[src/wwcm_pkg.sv]
// constants for the windowed watchdog with clock monitor
// assumes an APB master on the core clock and idle-timer ticks from the same clock
package wwcm_pkg;
   // ==============================
   // register map
   localparam logic [7:0] WWCM_OFS_SERVICE = 8'h00;
   localparam logic [7:0] WWCM_OFS_STATUS = 8'h04;
   // ==============================
   // service word layout
   localparam int WWCM_WIN_MSB = 7;
   localparam int WWCM_WIN_LSB = 6;
   localparam int WWCM_KEY_MSB = 5;
   localparam int WWCM_KEY_LSB = 1;
   localparam int WWCM_CM_BIT = 0;
   localparam logic [4:0] WWCM_KEY = 5'h0C;
   localparam logic [1:0] WWCM_WIN_RESET = 2'h3;
   localparam logic WWCM_CM_RESET = 1'b1;
   // ==============================
   // status layout
   localparam int WWCM_ST_CONF = 0;
   localparam int WWCM_ST_WDERR = 1;
   localparam int WWCM_ST_CMERR = 2;
   localparam int WWCM_ST_LSUPP = 3;
   localparam int WWCM_ST_ENA = 4;
   // ==============================
   // window limits in idle-timer clocks
   localparam int WWCM_CW = 17;
   localparam logic [16:0] WWCM_LOWER = 17'h00800;
   localparam logic [16:0] WWCM_UP_8K = 17'h02000;
   localparam logic [16:0] WWCM_UP_16K = 17'h04000;
   localparam logic [16:0] WWCM_UP_32K = 17'h08000;
   localparam logic [16:0] WWCM_UP_64K = 17'h10000;
   // ==============================
   // fault pulse and clock monitor timing
   localparam logic [4:0] WWCM_RELEASE_EDGES = 5'h10;
   localparam int WWCM_CLK_PERIOD_NS = 8;
   localparam int WWCM_CM_LIMIT_NS = 1000000;
   localparam int WWCM_CM_LIMIT_CYCLES = WWCM_CM_LIMIT_NS / WWCM_CLK_PERIOD_NS;

   typedef enum logic [1:0] {WWCM_IDLE, WWCM_PULL, WWCM_HOLD, WWCM_RISE} wwcm_wd_e;
endpackage

[src/wwcm_top.sv]
// windowed watchdog, clock monitor and fault pin driver behind an APB slave
// assumes tick inputs come from core logic; the pin and instruction clock are asynchronous
//
// What this block does
// - lower service limit is 2048 idle-timer clocks for any window.
// - window bits 7:6 select upper limit 8k, 16k, 32k or 64k.
// - key field bits 5:1 must equal 01100 on every service write.
// - bit 0 enables the clock monitor when one.
// - window time counts idle-timer clock ticks.
// - watchdog runs only when option bit 2 is zero; then it owns the pin.
// - after reset window bits are 11 and clock monitor is on.
// - both detectors are held inhibited during reset.
// - first keyed write after reset fixes window and monitor enable for good.
// - later writes must match all eight stored bits or raise an error.
// - full match is a valid service and restarts the window.
// - no valid service before upper limit raises an error.
// - service before lower limit raises an error.
// - boot entry suppresses lower error and services immediately.
// - fault pin is active low, pulled up weakly when idle.
// - on error pull low, hold 16 to 32 cycles after low is sensed.
// - window restarts when the pin returns high after a pulse.
// - service writes during an active fault are ignored.
// - a pin low at power-up lets the watchdog time out, then it rises.
// - clock error pulls pin low until clock valid, then 16 to 32 cycles.
// - instruction clock above 5 kHz passes, below 10 Hz is rejected.
// - missing or slow oscillator gives continuous monitor error, also after reset.
// - reading the key field returns zeros.
// - watchdog detector is inhibited in halt and idle.
// - clock monitor stays active in halt and idle.
// - leaving idle performs a hardware service.
//
// Added by the designer: the placing of the registers and the APB interface to the registers.
`timescale 1ns/1ns
module wwcm_top
   import wwcm_pkg::*;
#(
   parameter int CM_LIMIT = WWCM_CM_LIMIT_CYCLES
)
(
   input wire logic i_mclk,
   input wire logic i_reset,
   input wire logic i_psel,
   input wire logic i_penable,
   input wire logic i_pwrite,
   input wire logic [7:0] i_paddr,
   input wire logic [31:0] i_pwdata,
   output logic [31:0] o_prdata,
   output logic o_pready,
   output logic o_pslverr,
   input wire logic i_option_wd_n,
   input wire logic i_idle_timebase,
   input wire logic i_halt,
   input wire logic i_idle,
   input wire logic i_idle_exit,
   input wire logic i_boot_entry,
   input wire logic i_boot_exit,
   input wire logic i_inst_clk,
   input wire logic i_fault_port_pin,
   output logic o_watchdog_fault_out,
   output logic o_watchdog_fault_oe,
   output logic o_fault_pullup_en
);
   // ==============================
   // input synchronisers
   logic [1:0] raw_in;
   logic [1:0] sync_filt;
   assign raw_in = {i_inst_clk, i_fault_port_pin};
   genvar gi;
   generate
      for (gi = 0; gi < 2; gi = gi + 1)
      begin : g_sync
         logic s1_q;
         logic s2_q;
         logic s3_q;
         logic filt_q;
         always_ff @(posedge i_mclk)
         begin
            s1_q <= raw_in[gi];
            s2_q <= s1_q;
            s3_q <= s2_q;
            if (i_reset)
               filt_q <= 1'b1;
            else if (s2_q == s3_q)
               filt_q <= s3_q;
         end
         assign sync_filt[gi] = filt_q;
      end
   endgenerate

   logic pin_level;
   logic tc_level_q;
   logic tc_edge;
   assign pin_level = sync_filt[0];
   assign tc_edge = sync_filt[1] & ~tc_level_q;

   // ==============================
   // functions
   function automatic logic [16:0] upper_limit(input logic [1:0] sel);
      unique case (sel)
         2'h0: upper_limit = WWCM_UP_8K;
         2'h1: upper_limit = WWCM_UP_16K;
         2'h2: upper_limit = WWCM_UP_32K;
         2'h3: upper_limit = WWCM_UP_64K;
      endcase
   endfunction

   // ==============================
   // APB decode
   logic pready_q;
   logic pslverr_q;
   logic [31:0] prdata_q;
   logic access;
   logic hit_svc;
   logic hit_st;
   logic svc_wr;
   assign access = i_psel & i_penable & ~pready_q;
   assign hit_svc = (i_paddr == WWCM_OFS_SERVICE);
   assign hit_st = (i_paddr == WWCM_OFS_STATUS);
   assign svc_wr = i_psel & i_penable & pready_q & i_pwrite & hit_svc;

   // ==============================
   // watchdog state
   logic [1:0] win_q;
   logic cm_en_q;
   logic conf_q;
   logic lsupp_q;
   logic [16:0] cnt_q;
   logic [16:0] cnt_d;
   logic wd_err_q;
   logic cm_err_q;
   logic [4:0] rel_q;
   logic [4:0] cm_rel_q;
   logic [16:0] cm_cnt_q;
   wwcm_wd_e st_q;
   wwcm_wd_e st_d;

   logic wd_en;
   logic wd_run;
   logic fault_act;
   logic [4:0] wr_key;
   logic key_ok;
   logic full_ok;
   logic early;
   logic svc_take;
   logic svc_bad;
   logic timeout;
   logic wd_trip;
   logic hw_service;
   logic restart;
   logic cm_slow;
   assign wd_en = ~i_option_wd_n;
   assign wd_run = wd_en & ~i_halt & ~i_idle;
   assign fault_act = wd_err_q | cm_err_q;
   assign wr_key = i_pwdata[WWCM_KEY_MSB:WWCM_KEY_LSB];
   assign key_ok = (wr_key == WWCM_KEY);
   assign full_ok = key_ok & (i_pwdata[WWCM_WIN_MSB:WWCM_WIN_LSB] == win_q)
                    & (i_pwdata[WWCM_CM_BIT] == cm_en_q);
   assign early = conf_q & ~lsupp_q & (cnt_q < WWCM_LOWER);
   assign svc_take = svc_wr & wd_run & ~fault_act;
   assign svc_bad = svc_take & (conf_q ? (~full_ok | early) : ~key_ok);
   assign timeout = wd_run & (cnt_q >= upper_limit(win_q));
   assign wd_trip = (st_q == WWCM_IDLE) & (svc_bad | timeout);
   assign hw_service = i_idle_exit | i_boot_entry | i_boot_exit;
   assign restart = (svc_take & ~svc_bad) | hw_service
                    | ((st_q == WWCM_RISE) & pin_level);
   assign cm_slow = (cm_cnt_q == CM_LIMIT[16:0]);

   always_comb
   begin
      cnt_d = cnt_q;
      if (restart)
         cnt_d = '0;
      else if (wd_run & i_idle_timebase & (st_q == WWCM_IDLE) & ~timeout)
         cnt_d = cnt_q + 17'h00001;
   end

   // error pulse sequencer
   always_comb
   begin
      st_d = st_q;
      unique case (st_q)
         WWCM_IDLE: if (wd_trip) st_d = WWCM_PULL;
         WWCM_PULL: if (~pin_level) st_d = WWCM_HOLD;
         WWCM_HOLD: if (rel_q == WWCM_RELEASE_EDGES) st_d = WWCM_RISE;
         WWCM_RISE: if (pin_level) st_d = WWCM_IDLE;
      endcase
   end

   always_ff @(posedge i_mclk)
   begin
      if (i_reset)
      begin
         // matches the filter reset level, so no false edge after reset
         tc_level_q <= 1'b1;
         win_q <= WWCM_WIN_RESET;
         cm_en_q <= WWCM_CM_RESET;
         conf_q <= 1'b0;
         lsupp_q <= 1'b0;
         cnt_q <= '0;
         st_q <= WWCM_IDLE;
         wd_err_q <= 1'b0;
         rel_q <= '0;
      end
      else
      begin
         tc_level_q <= sync_filt[1];
         cnt_q <= cnt_d;
         st_q <= st_d;
         if (svc_take & ~conf_q & key_ok)
         begin
            win_q <= i_pwdata[WWCM_WIN_MSB:WWCM_WIN_LSB];
            cm_en_q <= i_pwdata[WWCM_CM_BIT];
            conf_q <= 1'b1;
         end
         if (i_boot_entry)
            lsupp_q <= 1'b1;
         else if (i_boot_exit)
            lsupp_q <= 1'b0;
         if (wd_trip)
            wd_err_q <= 1'b1;
         else if (st_d == WWCM_RISE)
            wd_err_q <= 1'b0;
         if (st_q != WWCM_HOLD)
            rel_q <= '0;
         else if (tc_edge)
            rel_q <= rel_q + 5'h01;
      end
   end

   // ==============================
   // clock monitor
   always_ff @(posedge i_mclk)
   begin
      if (i_reset)
      begin
         cm_cnt_q <= '0;
         cm_err_q <= 1'b0;
         cm_rel_q <= '0;
      end
      else
      begin
         if (tc_edge)
            cm_cnt_q <= '0;
         else if (~cm_slow)
            cm_cnt_q <= cm_cnt_q + 17'h00001;
         if (wd_en & cm_en_q & cm_slow)
            cm_err_q <= 1'b1;
         else if (~(wd_en & cm_en_q) | (cm_rel_q == WWCM_RELEASE_EDGES))
            cm_err_q <= 1'b0;
         if (~cm_err_q | cm_slow)
            cm_rel_q <= '0;
         else if (tc_edge)
            cm_rel_q <= cm_rel_q + 5'h01;
      end
   end

   // ==============================
   // pin drive and bus answer
   logic drive_q;
   logic pullup_q;
   logic [31:0] rd_val;
   assign rd_val = hit_svc ? {24'h000000, win_q, 5'h00, cm_en_q} :
                   hit_st ? {27'h0000000, wd_en, lsupp_q, cm_err_q, wd_err_q, conf_q} :
                   32'h00000000;

   always_ff @(posedge i_mclk)
   begin
      if (i_reset)
      begin
         drive_q <= 1'b0;
         pullup_q <= 1'b0;
         pready_q <= 1'b0;
         pslverr_q <= 1'b0;
         prdata_q <= '0;
      end
      else
      begin
         drive_q <= (wd_err_q & (st_q != WWCM_RISE)) | cm_err_q;
         pullup_q <= wd_en;
         pready_q <= access;
         pslverr_q <= access & (~(hit_svc | hit_st) | (hit_st & i_pwrite));
         if (access)
            prdata_q <= i_pwrite ? 32'h00000000 : rd_val;
      end
   end

   assign o_prdata = prdata_q;
   assign o_pready = pready_q;
   assign o_pslverr = pslverr_q;
   assign o_watchdog_fault_out = 1'b0;
   assign o_watchdog_fault_oe = drive_q;
   assign o_fault_pullup_en = pullup_q;

   // ==============================
   // checks
   initial_window_a: assert property (@(posedge i_mclk) disable iff (i_reset)
      !conf_q |-> (win_q == WWCM_WIN_RESET && cm_en_q == WWCM_CM_RESET))
      else $error("window not at maximum before first service");
   lock_fields_a: assert property (@(posedge i_mclk) disable iff (i_reset)
      conf_q && $past(conf_q) |-> $stable(win_q) && $stable(cm_en_q))
      else $error("fields changed after first service");
   early_error_a: assert property (@(posedge i_mclk) disable iff (i_reset)
      svc_take && conf_q && !lsupp_q && cnt_q < WWCM_LOWER && st_q == WWCM_IDLE
      |=> wd_err_q)
      else $error("early service not flagged");
   bad_key_a: assert property (@(posedge i_mclk) disable iff (i_reset)
      svc_take && !key_ok && st_q == WWCM_IDLE |=> wd_err_q)
      else $error("bad key not flagged");
   good_service_a: assert property (@(posedge i_mclk) disable iff (i_reset)
      svc_take && !svc_bad |=> cnt_q == '0)
      else $error("valid service did not restart window");
   timeout_error_a: assert property (@(posedge i_mclk) disable iff (i_reset)
      wd_run && st_q == WWCM_IDLE && cnt_q >= upper_limit(win_q) |=> wd_err_q)
      else $error("upper limit expiry not flagged");
   ignore_fault_a: assert property (@(posedge i_mclk) disable iff (i_reset)
      svc_wr && fault_act |=> $stable(conf_q) && $stable(win_q))
      else $error("service taken during fault");
   key_hidden_a: assert property (@(posedge i_mclk) disable iff (i_reset)
      o_pready && hit_svc |-> o_prdata[WWCM_KEY_MSB:WWCM_KEY_LSB] == 5'h00)
      else $error("key readable");
   hold_release_a: assert property (@(posedge i_mclk) disable iff (i_reset)
      st_q == WWCM_PULL && !pin_level |=> st_q == WWCM_HOLD ##1 o_watchdog_fault_oe)
      else $error("fault released before hold");
   halt_freeze_a: assert property (@(posedge i_mclk) disable iff (i_reset)
      (i_halt || i_idle) && !restart |=> $stable(cnt_q))
      else $error("watchdog counted in low power");
   cm_drive_a: assert property (@(posedge i_mclk) disable iff (i_reset)
      wd_en && cm_en_q && cm_slow |=> ##1 o_watchdog_fault_oe)
      else $error("clock error not driven");
   fault_or_a: assert property (@(posedge i_mclk) disable iff (i_reset)
      cm_err_q |=> o_watchdog_fault_oe)
      else $error("monitor flag not on pin");
endmodule

[config.mk]
export PLATFORM = sky130hd
export DESIGN_NAME = wwcm_top
export DESIGN_NICKNAME = d
export VERILOG_FILES = /design/src/wwcm_pkg.sv /design/src/wwcm_top.sv
export SDC_FILE = /design/constraint.sdc
export NUM_CORES = 1
export LEC_CHECK = 0
export BUFFER_PORTS_ARGS = -buffer_cell sky130_fd_sc_hd__buf_2
export CAP_MARGIN = 20
export CORE_MARGIN = 4
export CORE_UTILIZATION = 40
export CTS_BUF_LIST = sky130_fd_sc_hd__clkbuf_16
export DETAILED_ROUTE_END_ITERATION = 16
export GPL_ROUTABILITY_DRIVEN = 0
export RECOVER_POWER = 50
export SETUP_SLACK_MARGIN = 0.2
export SYNTH_ARGS = -nofsm -noshare
export SYNTH_HDL_FRONTEND = slang
export SYNTH_SLANG_ARGS = --single-unit
[constraint.sdc]
create_clock -name i_mclk -period 3.12 [get_ports i_mclk]
set_input_delay 0.312 -clock i_mclk [delete_from_list [all_inputs] [get_ports i_mclk]]
set_output_delay 0.312 -clock i_mclk [all_outputs]
set_load 0.03 [all_outputs]
==> results.ini <==
[synthesis]
synthCells = 397
syn_avg_cell_area_um2 = 8.98
ys_warn_count = 0
ys.flop_type = dfxtp_1
yosys_register_bits = 73
yosysUniqueCellTypes = 54
ys_seq_area_share_pct = 41.0
syn_area_mm2 = 0.00356
async_flop_share_pct = 0
synth-edff-count = 0

[power_and_ir_drop]
clockPowerShare_pct = 50.6
power.density_mw_per_mm2 = 536
p_sw_uw = 490
pwr-share-seq_pct = 44.1
swShare_pct = 22.6
power_uw = 2160
p_leak_uw = 0.00147
intPower_uw = 1670
pwr-share-comb_pct = 5.4
ir_drop_v = 0.000233

[global_routing]
grt_pass1_wl_mm = 12.0
grt_pass1_vias = 2641
grt_usage_pct = 14.4
gr-usage-met2_pct = 23.3
grt.overflow.total = 0
antenna_found_initial = 0
grtUsageMet3_pct = 4.78
grt-busiest-layer = met2
grt_max_degree = 26
grt_use_met1_pct = 18.2

[floorplanning]
die_height_um = 102
boundaryPins = 91
rows = 34
die_w_um = 102
start_util_pct = 41.1
core_area_mm2 = 0.00868
die_area_mm2 = 0.0105

[layout]
finalInstanceArea_mm2 = 0.00404
fin_util_pct = 46.5
fill_cells = 844
synthToLayoutAreaGrowth_pct = 13.3
antenna_cells = 0
layout-drive-gt1-share_pct = 13.7
final_nets = 505

[sta]
max_freq_mhz = 412
finalCriticalPeriod_ns = 2.43
maxSlewViolCount = 0
setup_violations = 0
relSlewSlack_pct = 32.1
tightest_slew_ns = 1.02
rsz0062_at_grt = false
fin_skew_ns = 0.00864
period_share_pct = 77.8
hold_viol_final = 0
tns_ns = 0
setup_ws_ns = 0.691

[critical_path]
crit_fanout = 15
r2r_start = win_q[1]$_SDFFE_PP1P_
endpoint_kind = flop
start_kind = flop
path_cells = nand2b_1 > ha_1 > nor2b_1 > o31ai_2 > nand3_2 > or4_1 > a21oi_1
crit_slowest_cell = or4_1
critPathKind = reg2reg
required_ns = 3.37
arrival_ns = 2.68
worst_r2r_path_depth = 7
reg2reg_slack_ns = 0.69
r2r-end = cnt_q[8]$_SDFFE_PP0P_
cpPeakStageDelay_ns = 0.57

[clock_network]
numCtsBuffers = 9
htree_levels = 3
clock-sinks = 73
worstSkewPairLatency_ns = 0.33
clk_path_buf_depth = 2
hold_buffers = 0
clockRootBuffer = clkbuf_16
clk_pin_slew_worst_paths_ns = 0.06
post_cts_buffers = 0
cts_tree = done
post_cts_resized = 0

[outcome]
status = completed

[run]
maxCapViolCount = 0

[route]
drt_iter0_markers = 94
wl_per_cell_um = 13.0
drt_first_pass_iters = 4
drc = 0
wirelength_mm = 7.19
drt.antenna.violating_nets = 0
vias_per_cell = 5.13
vias = 2829

[place]
place_ws_ns = 0.692
place_area_mm2 = 0.00375
io_buffers = 40
hpwl_mm = 5.33

[min_path]
holdPathEnd = g_sync[1].s1_q$_DFF_P_
min_from = i_inst_clk
min_path_cells = 1
hold_path_class = in2reg

## how the worst max path moves through the flow
stage / to / start / slack, ns / depth (start not counted)
5_1_grt: cnt_q[8]$_SDFFE_PP0P_ / win_q[1]$_SDFFE_PP1P_ / 0.42 / 7
2_1_floorplan: cnt_q[14]$_SDFFE_PP0P_ / win_q[1]$_SDFFE_PP1P_ / 1.07 / 8
3_5_place_dp: cnt_q[10]$_SDFFE_PP0P_ / win_q[1]$_SDFFE_PP1P_ / 0.69 / 7
3_3_place_gp: cnt_q[8]$_SDFFE_PP0P_ / win_q[0]$_SDFFE_PP1P_ / 0.71 / 7
4_1_cts: cnt_q[10]$_SDFFE_PP0P_ / win_q[1]$_SDFFE_PP1P_ / 0.67 / 7
6_report: cnt_q[8]$_SDFFE_PP0P_ / win_q[1]$_SDFFE_PP1P_ / 0.69 / 7
## area by class of cell
type | instances | area, um^2 | share of cell area (%)
tap | 108 | 135 | 3.35
inverter | 13 | 48.8 | 1.21
clock buffer | 9 | 225 | 5.58
clock inverter | 7 | 93.8 | 2.32
sequential | 73 | 1460 | 36.2
multi-input combinational | 301 | 1880 | 46.6
timing repair buffer | 41 | 193 | 4.77
## power by group through the flow
stage / Sequential [uW] / Combinational [uW] / Clock [uW]
2_1_floorplan: 976 / 107 / 0
3_3_place_gp: 974 / 117 / 0
3_5_place_dp: 975 / 119 / 0
4_1_cts: 954 / 119 / 1120
5_1_grt: 955 / 129 / 1160
6_report: 954 / 116 / 1090
## stage by stage
stage / hold WS (ns) / instances
after CTS: 0.0724 / 552
final: 0.0822 / 552
after floorplan: 0.310 / 422
after global routing: 0.0717 / 552
after detailed placement: 0.313 / 536
after global placement: 0.311 / 536
## Yosys cell counts (6+ instances only)
cell type | number | share of area, %
or3_1 | 6 | 1.1
nand4_1 | 15 | 2.6
nand2_1 | 22 | 2.3
a22oi_1 | 6 | 1.3
nor2_1 | 55 | 5.8
inv_1 | 13 | 1.4
a21oi_1 | 16 | 2.2
buf_4 | 27 | 5.7
ha_1 | 12 | 4.2
dfxtp_1 | 73 | 41
o21ai_0 | 9 | 1.3
xor2_1 | 24 | 5.9
xnor2_1 | 9 | 2.2
and4_1 | 8 | 2.0
nor4_1 | 8 | 1.4
nor2_2 | 8 | 1.4
nand3_1 | 14 | 2.0
## worst max-delay path, delay by kind of cell (launching register included)
| kind | cells | cell delay, ns |
|---|---|---|
| adders and majority gates | 1 | 0.23 |
| AOI/OAI and AO/OA | 2 | 0.46 |
| and+or+nand+nor | 4 | 1.19 |
| DFF | 1 | 0.46 |
## registers in the layout, indices dropped and copies added (netlist names), 5 cells and up
register  flops
cm_cnt_q     17
cm_rel_q      5
cnt_q        17
o_prdata      7
rel_q         5
## kinds of logic after synthesis
kind of cell / Yosys count / share of synthesized area (%)
compound gates: 53 / 10.3
xor+xnor: 33 / 8.11
fa+ha+maj: 12 / 4.21
buf+inv: 48 / 8.29
flops: 73 / 41.0
mux: 2 / 0.562
other cells: 1 / 0.105
simple gates: 175 / 27.4
## per-layer routing
metal | wire [um] | up-vias
met5 | 0 | -
met4 | 50 | 0
met3 | 437 | 8
met2 | 3250 | 62
met1 | 3450 | 1322
li1 | - | 1437
## layout by cell type, fill, tap and decap left out, drive strengths merged, types with 3 or more instances in the layout
cell type / netlist / routed
a211o: 3 / 3
a21oi: 18 / 18
a22oi: 6 / 6
a31oi: 3 / 3
and3: 4 / 4
and4: 8 / 8
buf: 31 / 29
clkbuf: 4 / 21
conb: 1 / 26
dfxtp: 73 / 73
ha: 12 / 12
inv: 13 / 15
nand2: 22 / 22
nand3: 15 / 15
nand3b: 3 / 3
nand4: 15 / 15
nor2: 63 / 63
nor2b: 5 / 5
nor3: 4 / 4
nor4: 9 / 9
nor4b: 5 / 5
o21ai: 9 / 9
o31ai: 5 / 5
or2: 3 / 3
or3: 6 / 6
or4: 5 / 5
xnor2: 9 / 9
xor2: 24 / 24
(Power assumes the default switching activity.)
